## config.mk

```make
export PLATFORM = sky130hd
export DESIGN_NAME = host_register_map
export DESIGN_NICKNAME = d
export VERILOG_FILES = /design/src/rtl/host_regs_pkg.sv /design/src/rtl/host_register_map.sv
export SDC_FILE = /design/constraint.sdc
export NUM_CORES = 2
export LEC_CHECK = 0
export ABC_AREA = 1
export BUFFER_PORTS_ARGS = -buffer_cell sky130_fd_sc_hd__buf_2
export CAP_MARGIN = 5
export CORE_MARGIN = 1
export CORE_UTILIZATION = 65
export CTS_CLUSTER_DIAMETER = 120
export DETAILED_ROUTE_END_ITERATION = 12
export PLACE_DENSITY = 0.83
export SLEW_MARGIN = 15
export SYNTH_ARGS = -nofsm -noshare
export SYNTH_HDL_FRONTEND = slang
export SYNTH_SLANG_ARGS = --single-unit
```

## constraint.sdc

```tcl
create_clock -name clk_in -period 4.8 [get_ports clk_in]
set_input_delay 0 -clock clk_in [delete_from_list [all_inputs] [get_ports clk_in]]
set_output_delay 0 -clock clk_in [all_outputs]
set_load 0.02 [all_outputs]
```

## src/rtl/host_regs_pkg.sv

```systemverilog
/*
  Constants for the host controller register bank: register offsets,
  reset values, the capability fields and the access-width encoding.
  Assumes a 10-bit byte address and a 32-bit register word.
*/
`default_nettype none
package host_regs_pkg;

  localparam int ADDR_W    = 10;
  localparam int DATA_W    = 32;
  localparam int HALF_W    = 16;
  localparam int NUM_WR    = 35;

  // Address space and regions
  localparam logic [9:0] SPACE_FIRST    = 10'h000;
  localparam logic [9:0] SPACE_LAST     = 10'h3ff;
  localparam logic [9:0] OPER_FIRST     = 10'h000;
  localparam logic [9:0] OPER_LAST      = 10'h1ff;
  localparam logic [9:0] CONF_FIRST     = 10'h300;
  localparam logic [9:0] CONF_LAST      = 10'h3ff;

  // Read-only capability and ID words, and the software reset word (writable, reads 0)
  localparam logic [9:0] OFS_CAP_LENGTH = 10'h000;
  localparam logic [9:0] OFS_IF_VERSION = 10'h002;
  localparam logic [9:0] OFS_STRUCT_PAR = 10'h004;
  localparam logic [9:0] OFS_CAP_PAR    = 10'h008;
  localparam logic [9:0] OFS_DEVICE_ID  = 10'h304;
  localparam logic [9:0] OFS_SOFTWARE_RESET   = 10'h30c;

  localparam logic [7:0]  CAP_LENGTH_VAL = 8'h20;
  localparam logic [15:0] IF_VERSION_VAL = 16'h0100;
  localparam logic [31:0] CAP_PAR_VAL    = 32'h00000086;
  localparam logic [3:0]  NUM_PORTS_DEF  = 4'h1;
  localparam logic        PORT_POWER_DEF = 1'b1;
  localparam int          NUM_PORTS_LSB  = 0;
  localparam int          PORT_POWER_BIT = 4;
  localparam int          VERSION_LSB    = 16;
  localparam int          HALF_SEL_BIT   = 1;
  localparam int          SOFTWARE_RESET_BIT   = 0;

  // Writable registers: offset and reset value, same order
  localparam logic [9:0] WR_OFS [NUM_WR] = '{
    10'h020, 10'h024, 10'h028, 10'h02c, 10'h030, 10'h060, 10'h064,
    10'h130, 10'h134, 10'h138, 10'h140, 10'h144, 10'h148,
    10'h150, 10'h154, 10'h158,
    10'h300, 10'h308, 10'h30c, 10'h310, 10'h314, 10'h318, 10'h31c,
    10'h320, 10'h324, 10'h328, 10'h32c, 10'h330, 10'h334, 10'h338,
    10'h33c, 10'h340, 10'h344, 10'h354, 10'h374
  };

  localparam logic [31:0] WR_RST [NUM_WR] = '{
    32'h00080000, 32'h00001000, 32'h00000000, 32'h00000000,
    32'h00000000, 32'h00000000, 32'h00002000,
    32'h00000000, 32'hffffffff, 32'h00000000,
    32'h00000000, 32'hffffffff, 32'h00000000,
    32'h00000000, 32'hffffffff, 32'h00000000,
    32'h00000000, 32'h00000000, 32'h00000000, 32'h00000000,
    32'h00000000, 32'h00000000, 32'h00000000, 32'h00000000,
    32'h00000000, 32'h00000000, 32'h00000000, 32'h00000000,
    32'h00000000, 32'h00000000, 32'h00000000, 32'h0000000f,
    32'h00000000, 32'h03e81ba0, 32'h00860086
  };

  // Neutral identification value, arbitrary
  localparam logic [31:0] DEVICE_ID_DEF = 32'h0000a5a5;

endpackage : host_regs_pkg
`default_nettype wire

```

## src/rtl/host_register_map.sv

```systemverilog
/*
  Register bank of an embedded high-speed USB host controller.
  Holds capability, operational and configuration registers behind a
  synchronous memory-mapped processor port, 32 or 16 bits wide.
  Assumes one clock, strobes one cycle wide and synchronous to clk_in.
*/
`timescale 1ns/1ps
`default_nettype none

module host_register_map
  import host_regs_pkg::*;
#(
  parameter logic [31:0] DEVICE_ID   = DEVICE_ID_DEF,
  parameter logic [3:0]  NUM_PORTS   = NUM_PORTS_DEF,
  parameter logic        PORT_POWER  = PORT_POWER_DEF
) (
  input  wire logic              clk_in,
  input  wire logic              nrst_in,
  input  wire logic              cs_in,
  input  wire logic              wr_in,
  input  wire logic              rd_in,
  input  wire logic              bus16_in,
  input  wire logic [ADDR_W-1:0] addr_in,
  input  wire logic [DATA_W-1:0] wdata_in,
  output logic      [DATA_W-1:0] rdata_out,
  output logic                   ack_out,
  output logic                   half_pending_out,
  output logic      [DATA_W-1:0] scratch_out
);

  typedef struct packed {
    logic [NUM_WR-1:0][DATA_W-1:0] regs;
    logic [HALF_W-1:0]             wr_low;
    logic                          wr_low_ok;
    logic [DATA_W-1:0]             rd_hold;
    logic [DATA_W-1:0]             rdata;
    logic                          ack;
  } state_t;

  state_t st_q;
  state_t st_d;

  // Index of a writable register, or NUM_WR when none
  function automatic int unsigned wr_index(input logic [ADDR_W-1:0] a);
    int unsigned idx;
    idx = NUM_WR;
    for (int i = 0; i < NUM_WR; i++) begin
      if (WR_OFS[i] == a) begin
        idx = i;
      end
    end
    return idx;
  endfunction : wr_index

  function automatic state_t reset_state();
    state_t s;
    s = '0;
    for (int i = 0; i < NUM_WR; i++) begin
      s.regs[i] = WR_RST[i];
    end
    return s;
  endfunction : reset_state

  // Full 32-bit value seen at a word address
  function automatic logic [DATA_W-1:0] read_word(input state_t s,
                                                  input logic [ADDR_W-1:0] a);
    logic [DATA_W-1:0] v;
    int unsigned       idx;
    v   = '0;
    idx = wr_index(a);
    if (a > SPACE_LAST) begin
      v = '0;
    end else if (a == OFS_CAP_LENGTH) begin
      v[7:0] = CAP_LENGTH_VAL;
      v[VERSION_LSB +: HALF_W] = IF_VERSION_VAL;
    end else if (a == OFS_STRUCT_PAR) begin
      v[NUM_PORTS_LSB +: 4]  = NUM_PORTS;
      v[PORT_POWER_BIT]      = PORT_POWER;
    end else if (a == OFS_CAP_PAR) begin
      v = CAP_PAR_VAL;
    end else if (a == OFS_DEVICE_ID) begin
      v = DEVICE_ID;
    end else if (a == OFS_SOFTWARE_RESET) begin
      v = '0;
    end else if (idx < NUM_WR) begin
      v = s.regs[idx];
    end else begin
      v = '0;
    end
    return v;
  endfunction : read_word

  logic [ADDR_W-1:0] word_addr;
  logic              high_half;
  logic              do_wr;
  logic              do_rd;

  assign word_addr = {addr_in[ADDR_W-1:2], 2'b00};
  assign high_half = addr_in[HALF_SEL_BIT];
  assign do_wr     = cs_in & wr_in;
  assign do_rd     = cs_in & rd_in & ~wr_in;

  always_comb begin
    logic [DATA_W-1:0] wval;
    logic              commit;
    logic [DATA_W-1:0] full;
    int unsigned       idx;
    wval   = '0;
    commit = 1'b0;
    full   = '0;
    idx    = NUM_WR;
    st_d       = st_q;
    st_d.ack   = 1'b0;

    // Write path: 32-bit at once, or low half held then high half commits
    if (do_wr) begin
      if (!bus16_in) begin
        wval   = wdata_in;
        commit = 1'b1;
      end else if (!high_half) begin
        st_d.wr_low    = wdata_in[HALF_W-1:0];
        st_d.wr_low_ok = 1'b1;
      end else begin
        wval           = {wdata_in[HALF_W-1:0], st_q.wr_low};
        commit         = st_q.wr_low_ok;
        st_d.wr_low_ok = 1'b0;
      end
      st_d.ack = 1'b1;
    end

    if (commit) begin
      idx = wr_index(word_addr);
      if (word_addr == OFS_SOFTWARE_RESET && wval[SOFTWARE_RESET_BIT]) begin
        st_d.regs = reset_state().regs;
      end else if (word_addr != OFS_SOFTWARE_RESET && idx < NUM_WR) begin
        st_d.regs[idx] = wval;
      end
    end

    // Read path: low half snapshots the whole word for the high half
    if (do_rd) begin
      full = read_word(st_q, word_addr);
      if (!bus16_in) begin
        st_d.rdata = full;
      end else if (!high_half) begin
        st_d.rd_hold = full;
        st_d.rdata   = {{HALF_W{1'b0}}, full[HALF_W-1:0]};
      end else begin
        st_d.rdata   = {{HALF_W{1'b0}}, st_q.rd_hold[DATA_W-1:HALF_W]};
      end
      st_d.ack = 1'b1;
    end
  end

  always_ff @(posedge clk_in or negedge nrst_in) begin
    if (!nrst_in) begin
      st_q <= reset_state();
    end else begin
      st_q <= st_d;
    end
  end

  assign rdata_out        = st_q.rdata;
  assign ack_out          = st_q.ack;
  assign half_pending_out = st_q.wr_low_ok;
  assign scratch_out      = st_q.regs[17];

endmodule : host_register_map
`default_nettype wire

```

# [Word level (Yosys, flattened, before mapping)]
# Index checks and enable logic that the tools add are counted.
[op_classes] reduce_logical=9 muxes=65 eq_ne=40 n_lt_le_gt_ge=6 bitwise_logic=5
[ops] op="two-way mux 1120 bit" count=2
[ops] op="two-way mux 32 bit" count=47
[ops] op="bitwise mux 1120 bit" count=1
[ops] op="binary-select mux 32 bit (select 6 bit)" count=1
[ops] op="demux 32 bit (select 6 bit)" count=1
[ops] op="== test 8 bit (first input constant)" count=19
[ops] op="== test 7 x 8 -> 1 bit (first input constant)" count=9
[ops] op="< comparator 32 x 6 -> 1 bit (second input constant)" count=2
[ops] op="< comparator 32 x 7 -> 1 bit (second input constant)" count=2
[ops] op="== test 4 x 8 -> 1 bit (first input constant)" count=5
[ops] op=">= comparator 32 x 1 -> 1 bit (second input constant)" count=1
[ops] op="two-way mux 16 bit" count=2
[ops] op="two-way mux 27 bit" count=1
[ops] op="== test 5 x 8 -> 1 bit (first input constant)" count=2
[ops] op="== test 8 bit (second input constant)" count=2
[ops] op="two-way mux 8 bit" count=2
[ops] op="> comparator 10 bit (second input constant)" count=1
[ops] op="logical NOT 10 bit" count=1
[ops] op="== test 8 x 1 -> 1 bit (second input constant)" count=1
[ops] op="== test 8 x 2 -> 1 bit (second input constant)" count=1
[ops] op="!= test 8 bit (second input constant)" count=1
[ops] op="two-way mux 1 bit" count=6
[ops] op="two-way mux 6 bit" count=1
[ops] op="AND reduction 3 bit" count=2
[ops] op="6 further kinds" count=12
[word_totals] out_inout_bits=66 wordCells=165 input_bits=48 ff_bits=1202

# [Depth between registers and ports, before layout]
[depth] depth_word=48 mapped_depth=26 depth_no_buf=26

# [Worst setup path before layout]
# OpenSTA, ideal clock, no wires.
[synth_timing] kind="input to register" start="input port addr_in[3]" end="register st_q, in the netlist scratch_out[12]" path_stages=22 setup_time_ns=0.141 arrival_ns=2.499 required_time_ns=4.659 n_path_buf=3 slack_ns=2.160 path_cell_list="inv_1 nand2_1 nor2_1 nand2_1 nand2_1 nor3_2 inv_2 nor4_2 nand2_1 nor2_4 nand2_2 nand3_1 nand2_1 nand2_2 nand2_2 nand2_4 nor2_4 buf_6 nand2_1 buf_4 buf_4 o22ai_1"
[synth_via] elab_chain_len=44 word_cells_on_any_way=86 classes_between="order compare (3); eq/ne (37); mux (41); reduce/logical (5)"
[synth_lines] item="start, declared" line="host_register_map.sv:23" rtl="input wire logic [ADDR_W-1:0] addr_in,"
[synth_lines] item="== test 4 x 8 -> 1 bit" line="host_register_map.sv:48" rtl="if (WR_OFS[i] == a) begin"
[synth_lines] item="two-way mux 6 bit" line="host_register_map.sv:48"
[synth_lines] item="two-way mux 32 bit (34 in a row)" line="host_register_map.sv:48"
[synth_lines] item="two-way mux 32 bit" line="host_register_map.sv:131" rtl="if (commit) begin"
[synth_lines] item=">= comparator 32 x 1 -> 1 bit (implied by the code) / < comparator 32 x 7 -> 1 bit (equally long branches)" line="host_register_map.sv:136" rtl="st_d.regs[idx] = wval;"
[synth_lines] item="logical AND 1 bit (implied by the code)" line="host_register_map.sv:136"
[synth_lines] item="two-way mux 32 bit (implied by the code)" line="host_register_map.sv:136"
[synth_lines] item="demux 32 bit (select 6 bit)" line="host_register_map.sv:136"
[synth_lines] item="bitwise mux 1120 bit" line="host_register_map.sv:136"
[synth_lines] item="two-way mux 1120 bit" line="host_register_map.sv:135" rtl="end else if (word_addr != OFS_SOFTWARE_RESET && idx < NUM_WR) begin"
[synth_lines] item="two-way mux 1120 bit" line="host_register_map.sv:133" rtl="if (word_addr == OFS_SOFTWARE_RESET && wval[SOFTWARE_RESET_BIT]) begin"
[synth_lines] item="end signal, assigned" line="host_register_map.sv:157" rtl="st_q <= reset_state();"
[synth_lines] item="end signal, assigned" line="host_register_map.sv:159" rtl="st_q <= st_d;"
[synth_lines] item="end, declared" line="host_register_map.sv:40" rtl="state_t st_q;"
# Several ways; a longest one is shown, not always the timed one. The select of a mux whose other input is x is not followed.
# A chain may end at the register's enable or synchronous reset.

# [Final worst setup path]
[layout_timing] start="input port wr_in" end="register st_q[934] in the netlist's numbering"
[layout_via] elab_chain_len=5 word_cells_on_any_way=9 classes_between="mux (5); bitwise (1); reduce/logical (3)"
[layout_lines] item="start, declared" line="host_register_map.sv:20" rtl="input wire logic wr_in,"
[layout_lines] item="bitwise AND 1 bit (*)" line="host_register_map.sv:100" rtl="assign do_wr = cs_in & wr_in;"
[layout_lines] item="two-way mux 32 bit" line="host_register_map.sv:116" rtl="if (do_wr) begin"
[layout_lines] item="bitwise mux 1120 bit / logical AND 1 bit (equally long branches)" line="host_register_map.sv:136, host_register_map.sv:133"
[layout_lines] item="two-way mux 1120 bit / nonzero test 2 bit (equally long branches)"
[layout_lines] item="two-way mux 1120 bit / AND reduction 2 bit (equally long branches)"
# Mark *: on every way between the ends. The rest lies on a longest branch, timed or not. The select of a mux whose other input is x is not followed.

==> flow_metrics.py <==
metrics = {
    "drt": {
        "drtAntennaViolNets": 0,
        "post_drt_via_cell_ratio": 6.78,
        "drtIter0Drc": 7909,
        "drt_pre_antenna_iters": 9,
        "via_count": 48879,
        "post_drt_wl_per_cell_um": 26.5,
        "drc_errors": 0,
        "wl_mm": 191,
    },
    "power_and_ir_drop": {
        "peakVddDrop_mv": 0.362,
        "p_leak_uw": 0.0295,
        "p_per_area_nw_per_um2": 358,
    },
    "clock_network": {
        "clock_latency_ps": 710,
        "path_clk_slew_ps": 70,
        "cts_sinks": 1186,
        "numCtsBuffers": 113,
        "clockRootBuffer": "clkbuf_16",
        "clk_path_buf_depth": 3,
        "htreeDepth": 3,
        "tritoncts": "done",
        "post-cts-setup-buffer-count": 0,
    },
    "timing": {
        "fin_hold_ws_ps": -31.7,
        "finalSetupViolCount": 0,
        "slew_violations": 0,
        "layout_min_cycle_time_ps": 3900,
        "max_slew_margin_pct": 11.4,
        "hold_viol": 5,
        "finalSetupTns_ps": 0,
        "tightestPinTransition_ps": 1330,
        "fmax_mhz": 257,
        "skew_ps": 45.3,
        "fin_crit_sh_pct": 81.2,
        "rsz0062_at_grt": "no",
    },
    "synth": {
        "netlist.area_leader.share_pct": 49.8,
        "synth_xor_area_share_pct": 0,
        "syn_inst": 6161,
        "synth_area_um2": 53500,
        "async_flop_share_pct": 100,
        "synth_flop_cell": "dfrtp_1",
        "synthAdderAreaFrac_pct": 0,
        "ys_ff_latch": 1186,
        "yosysMostFrequentCell": "dfrtp_1",
        "synth_area_leader_cell": "dfrtp_1",
        "synth_area_per_cell_um2": 8.68,
        "synth_edf_count": 0,
        "synth_top_family_by_area": "compound AO/OA/AOI/OAI gates",
        "synth-simple-area-share_pct": 13.4,
        "synth-compound-area-share_pct": 18.6,
        "synth_cell_type_count": 36,
        "syn_nets": 6209,
        "synth.area.top_cells": "dfrtp_1 50%, o22ai_1 12%, nand2_1 7.4%",
        "synth_commonest_cells": "1065 x dfrtp_1, 1055 x o22ai_1, 1048 x nand2_1",
        "yosysWarningCount": 0,
        "synthMuxAreaShare_pct": 0.253,
        "seq_area_frac_synth_pct": 55.8,
    },
    "critical_path": {
        "path_cells": "dlygate4sd3_1, buf_2, nand2_1, dlygate4sd3_1, inv_1, buf_4, nand2_1, nor2_4, buf_4, nor2_4, nand2_1, buf_4, o22ai_1",
        "required_ps": 5390,
        "slowest_stage": "nor2_4",
        "critPathKind": "input pin to register",
        "end_kind": "register",
        "crit_arrival_ps": 4490,
        "path_depth": 13,
        "reg2regPathDepth": 9,
        "critPathBufInv": 7,
        "max_stage_delay_ps": 1110,
        "critPathTopFamily": "buffers and inverters",
        "crit_fanout": 36,
        "startpoint_type": "input pin",
    },
    "grt": {
        "grt_max_degree": 159,
        "antenna_found_initial": 7,
        "grt_pass1_wl_mm": 287,
        "overflow": 0,
        "grt_use_total_pct": 45.9,
        "grt_pass1_vias": 48253,
    },
    "cells_and_area": {
        "design_area_um2": 59100,
        "fin_util_pct": 73.0,
        "area_growth_pct": 10.5,
        "final_nets": 6100,
        "stdcell_count": 7209,
        "fill_cells": 5577,
        "drive_above_1_share_pct": 11.3,
    },
    "placed_design": {
        "dpl-instance-area_um2": 54700,
        "dp_cells": 6958,
        "place.gp.congestion": 0.972,
        "dp_hpwl_mm": 107,
        "portBuffers": 112,
    },
    "floorplanning": {
        "std_cell_rows": 104,
        "die-area_um2": 83400,
        "ios": 114,
        "start_util_pct": 66.1,
        "die_y_um": 289,
        "core-area_um2": 80900,
        "fp.dieW_um": 289,
    },
    "run": {
        "drv_cap": 0,
    },
    "outcome": {
        "violations": "hold timing",
        "status": "finished with violations",
    },
    "min_path": {
        "worstHoldPathType": "input pin to async pin",
    },
}
## through the flow
stage               power (uW)  setup WS, ps  hold WS, ps
floorplan                11100          2160         -296
global placement         11700           733          133
detailed placement       11700           627          140
CTS                      21000          1250         36.2
global route             21600           825         80.5
finish                   21200           904        -31.7
## placed cells by master, fill, tap and decap left out, types with 67 or more instances in the layout
master / count
nand2_1: 1040
o22ai_1: 1055
o21ai_1: 96
nor2_1: 415
o221ai_1: 67
a21oi_1: 174
nand3_1: 224
buf_2: 111
dfstp_2: 121
buf_4: 142
dfrtp_1: 1065
clkbuf_16: 115
inv_1: 975
o21ai_0: 168
## per-layer routing
layer  share of wire (%)  global-route usage [%]
met1                  34                    57.6
met2                  41                    64.9
met3                  16                    17.4
met4                 8.7                    34.1
met5               0.031                       0
## path summary, 6_finish.rpt
check	start	endpoint	slack (ps)
worst max-delay path	wr_in	st_q[934]$_DFFE_PN0P_	900
worst min-delay path	nrst_in	st_q[601]$_DFFE_PN0P_	-30
worst max register to register	st_q[66]$_DFFE_PN0P_	st_q[934]$_DFFE_PN0P_	1030
worst min register to register	st_q[663]$_DFFE_PN0P_	st_q[663]$_DFFE_PN0P_	460
max in group asynchronous	nrst_in	st_q[81]$_DFFE_PN0P_	3370
min in group clk_in	wdata_in[24]	st_q[1162]$_DFFE_PN1P_	110
## area by class of cell
| class | instances | area (um^2) | area share, % |
|---|---|---|---|
| well taps | 1060 | 1330 | 2.25 |
| clock buffers | 167 | 3390 | 5.75 |
| multi-input cells | 3424 | 17600 | 29.8 |
| clock inverters | 44 | 562 | 0.951 |
| flip-flops and latches | 1186 | 29800 | 50.5 |
| inverters | 1007 | 3780 | 6.40 |
| repair buffers | 320 | 2590 | 4.39 |
| diodes | 1 | 2.50 | 0.00424 |
## where the power goes
part           total [uW]  internal (uW)  switching (uW)  leakage (uW)
Clock                9500           5530            3970       0.00195
Sequential          10300          10200            94.4        0.0115
Combinational        1390            364            1030        0.0160
## repair_timing
item | CTS | global route
resized for setup | 0 | 0
hold endpoints to repair | 229 | 0
hold buffers | 38 | 0
endpoints found under the setup margin | 0 | 0
## logic make-up after synthesis
kind of cell | Yosys count
AND/OR/NAND/NOR | 1773
AO/OA/AOI/OAI | 1639
buffers and inverters | 1551
flip-flops | 1186
multiplexers | 12
## flip-flops by register name, summed over array words and instances, names as in the netlist
register,cells
scratch_out,32
st_q,1120
ack_out,1
rdata_out,32
half_pending_out,1
No activity file was read; power rests on OpenSTA's default activity.
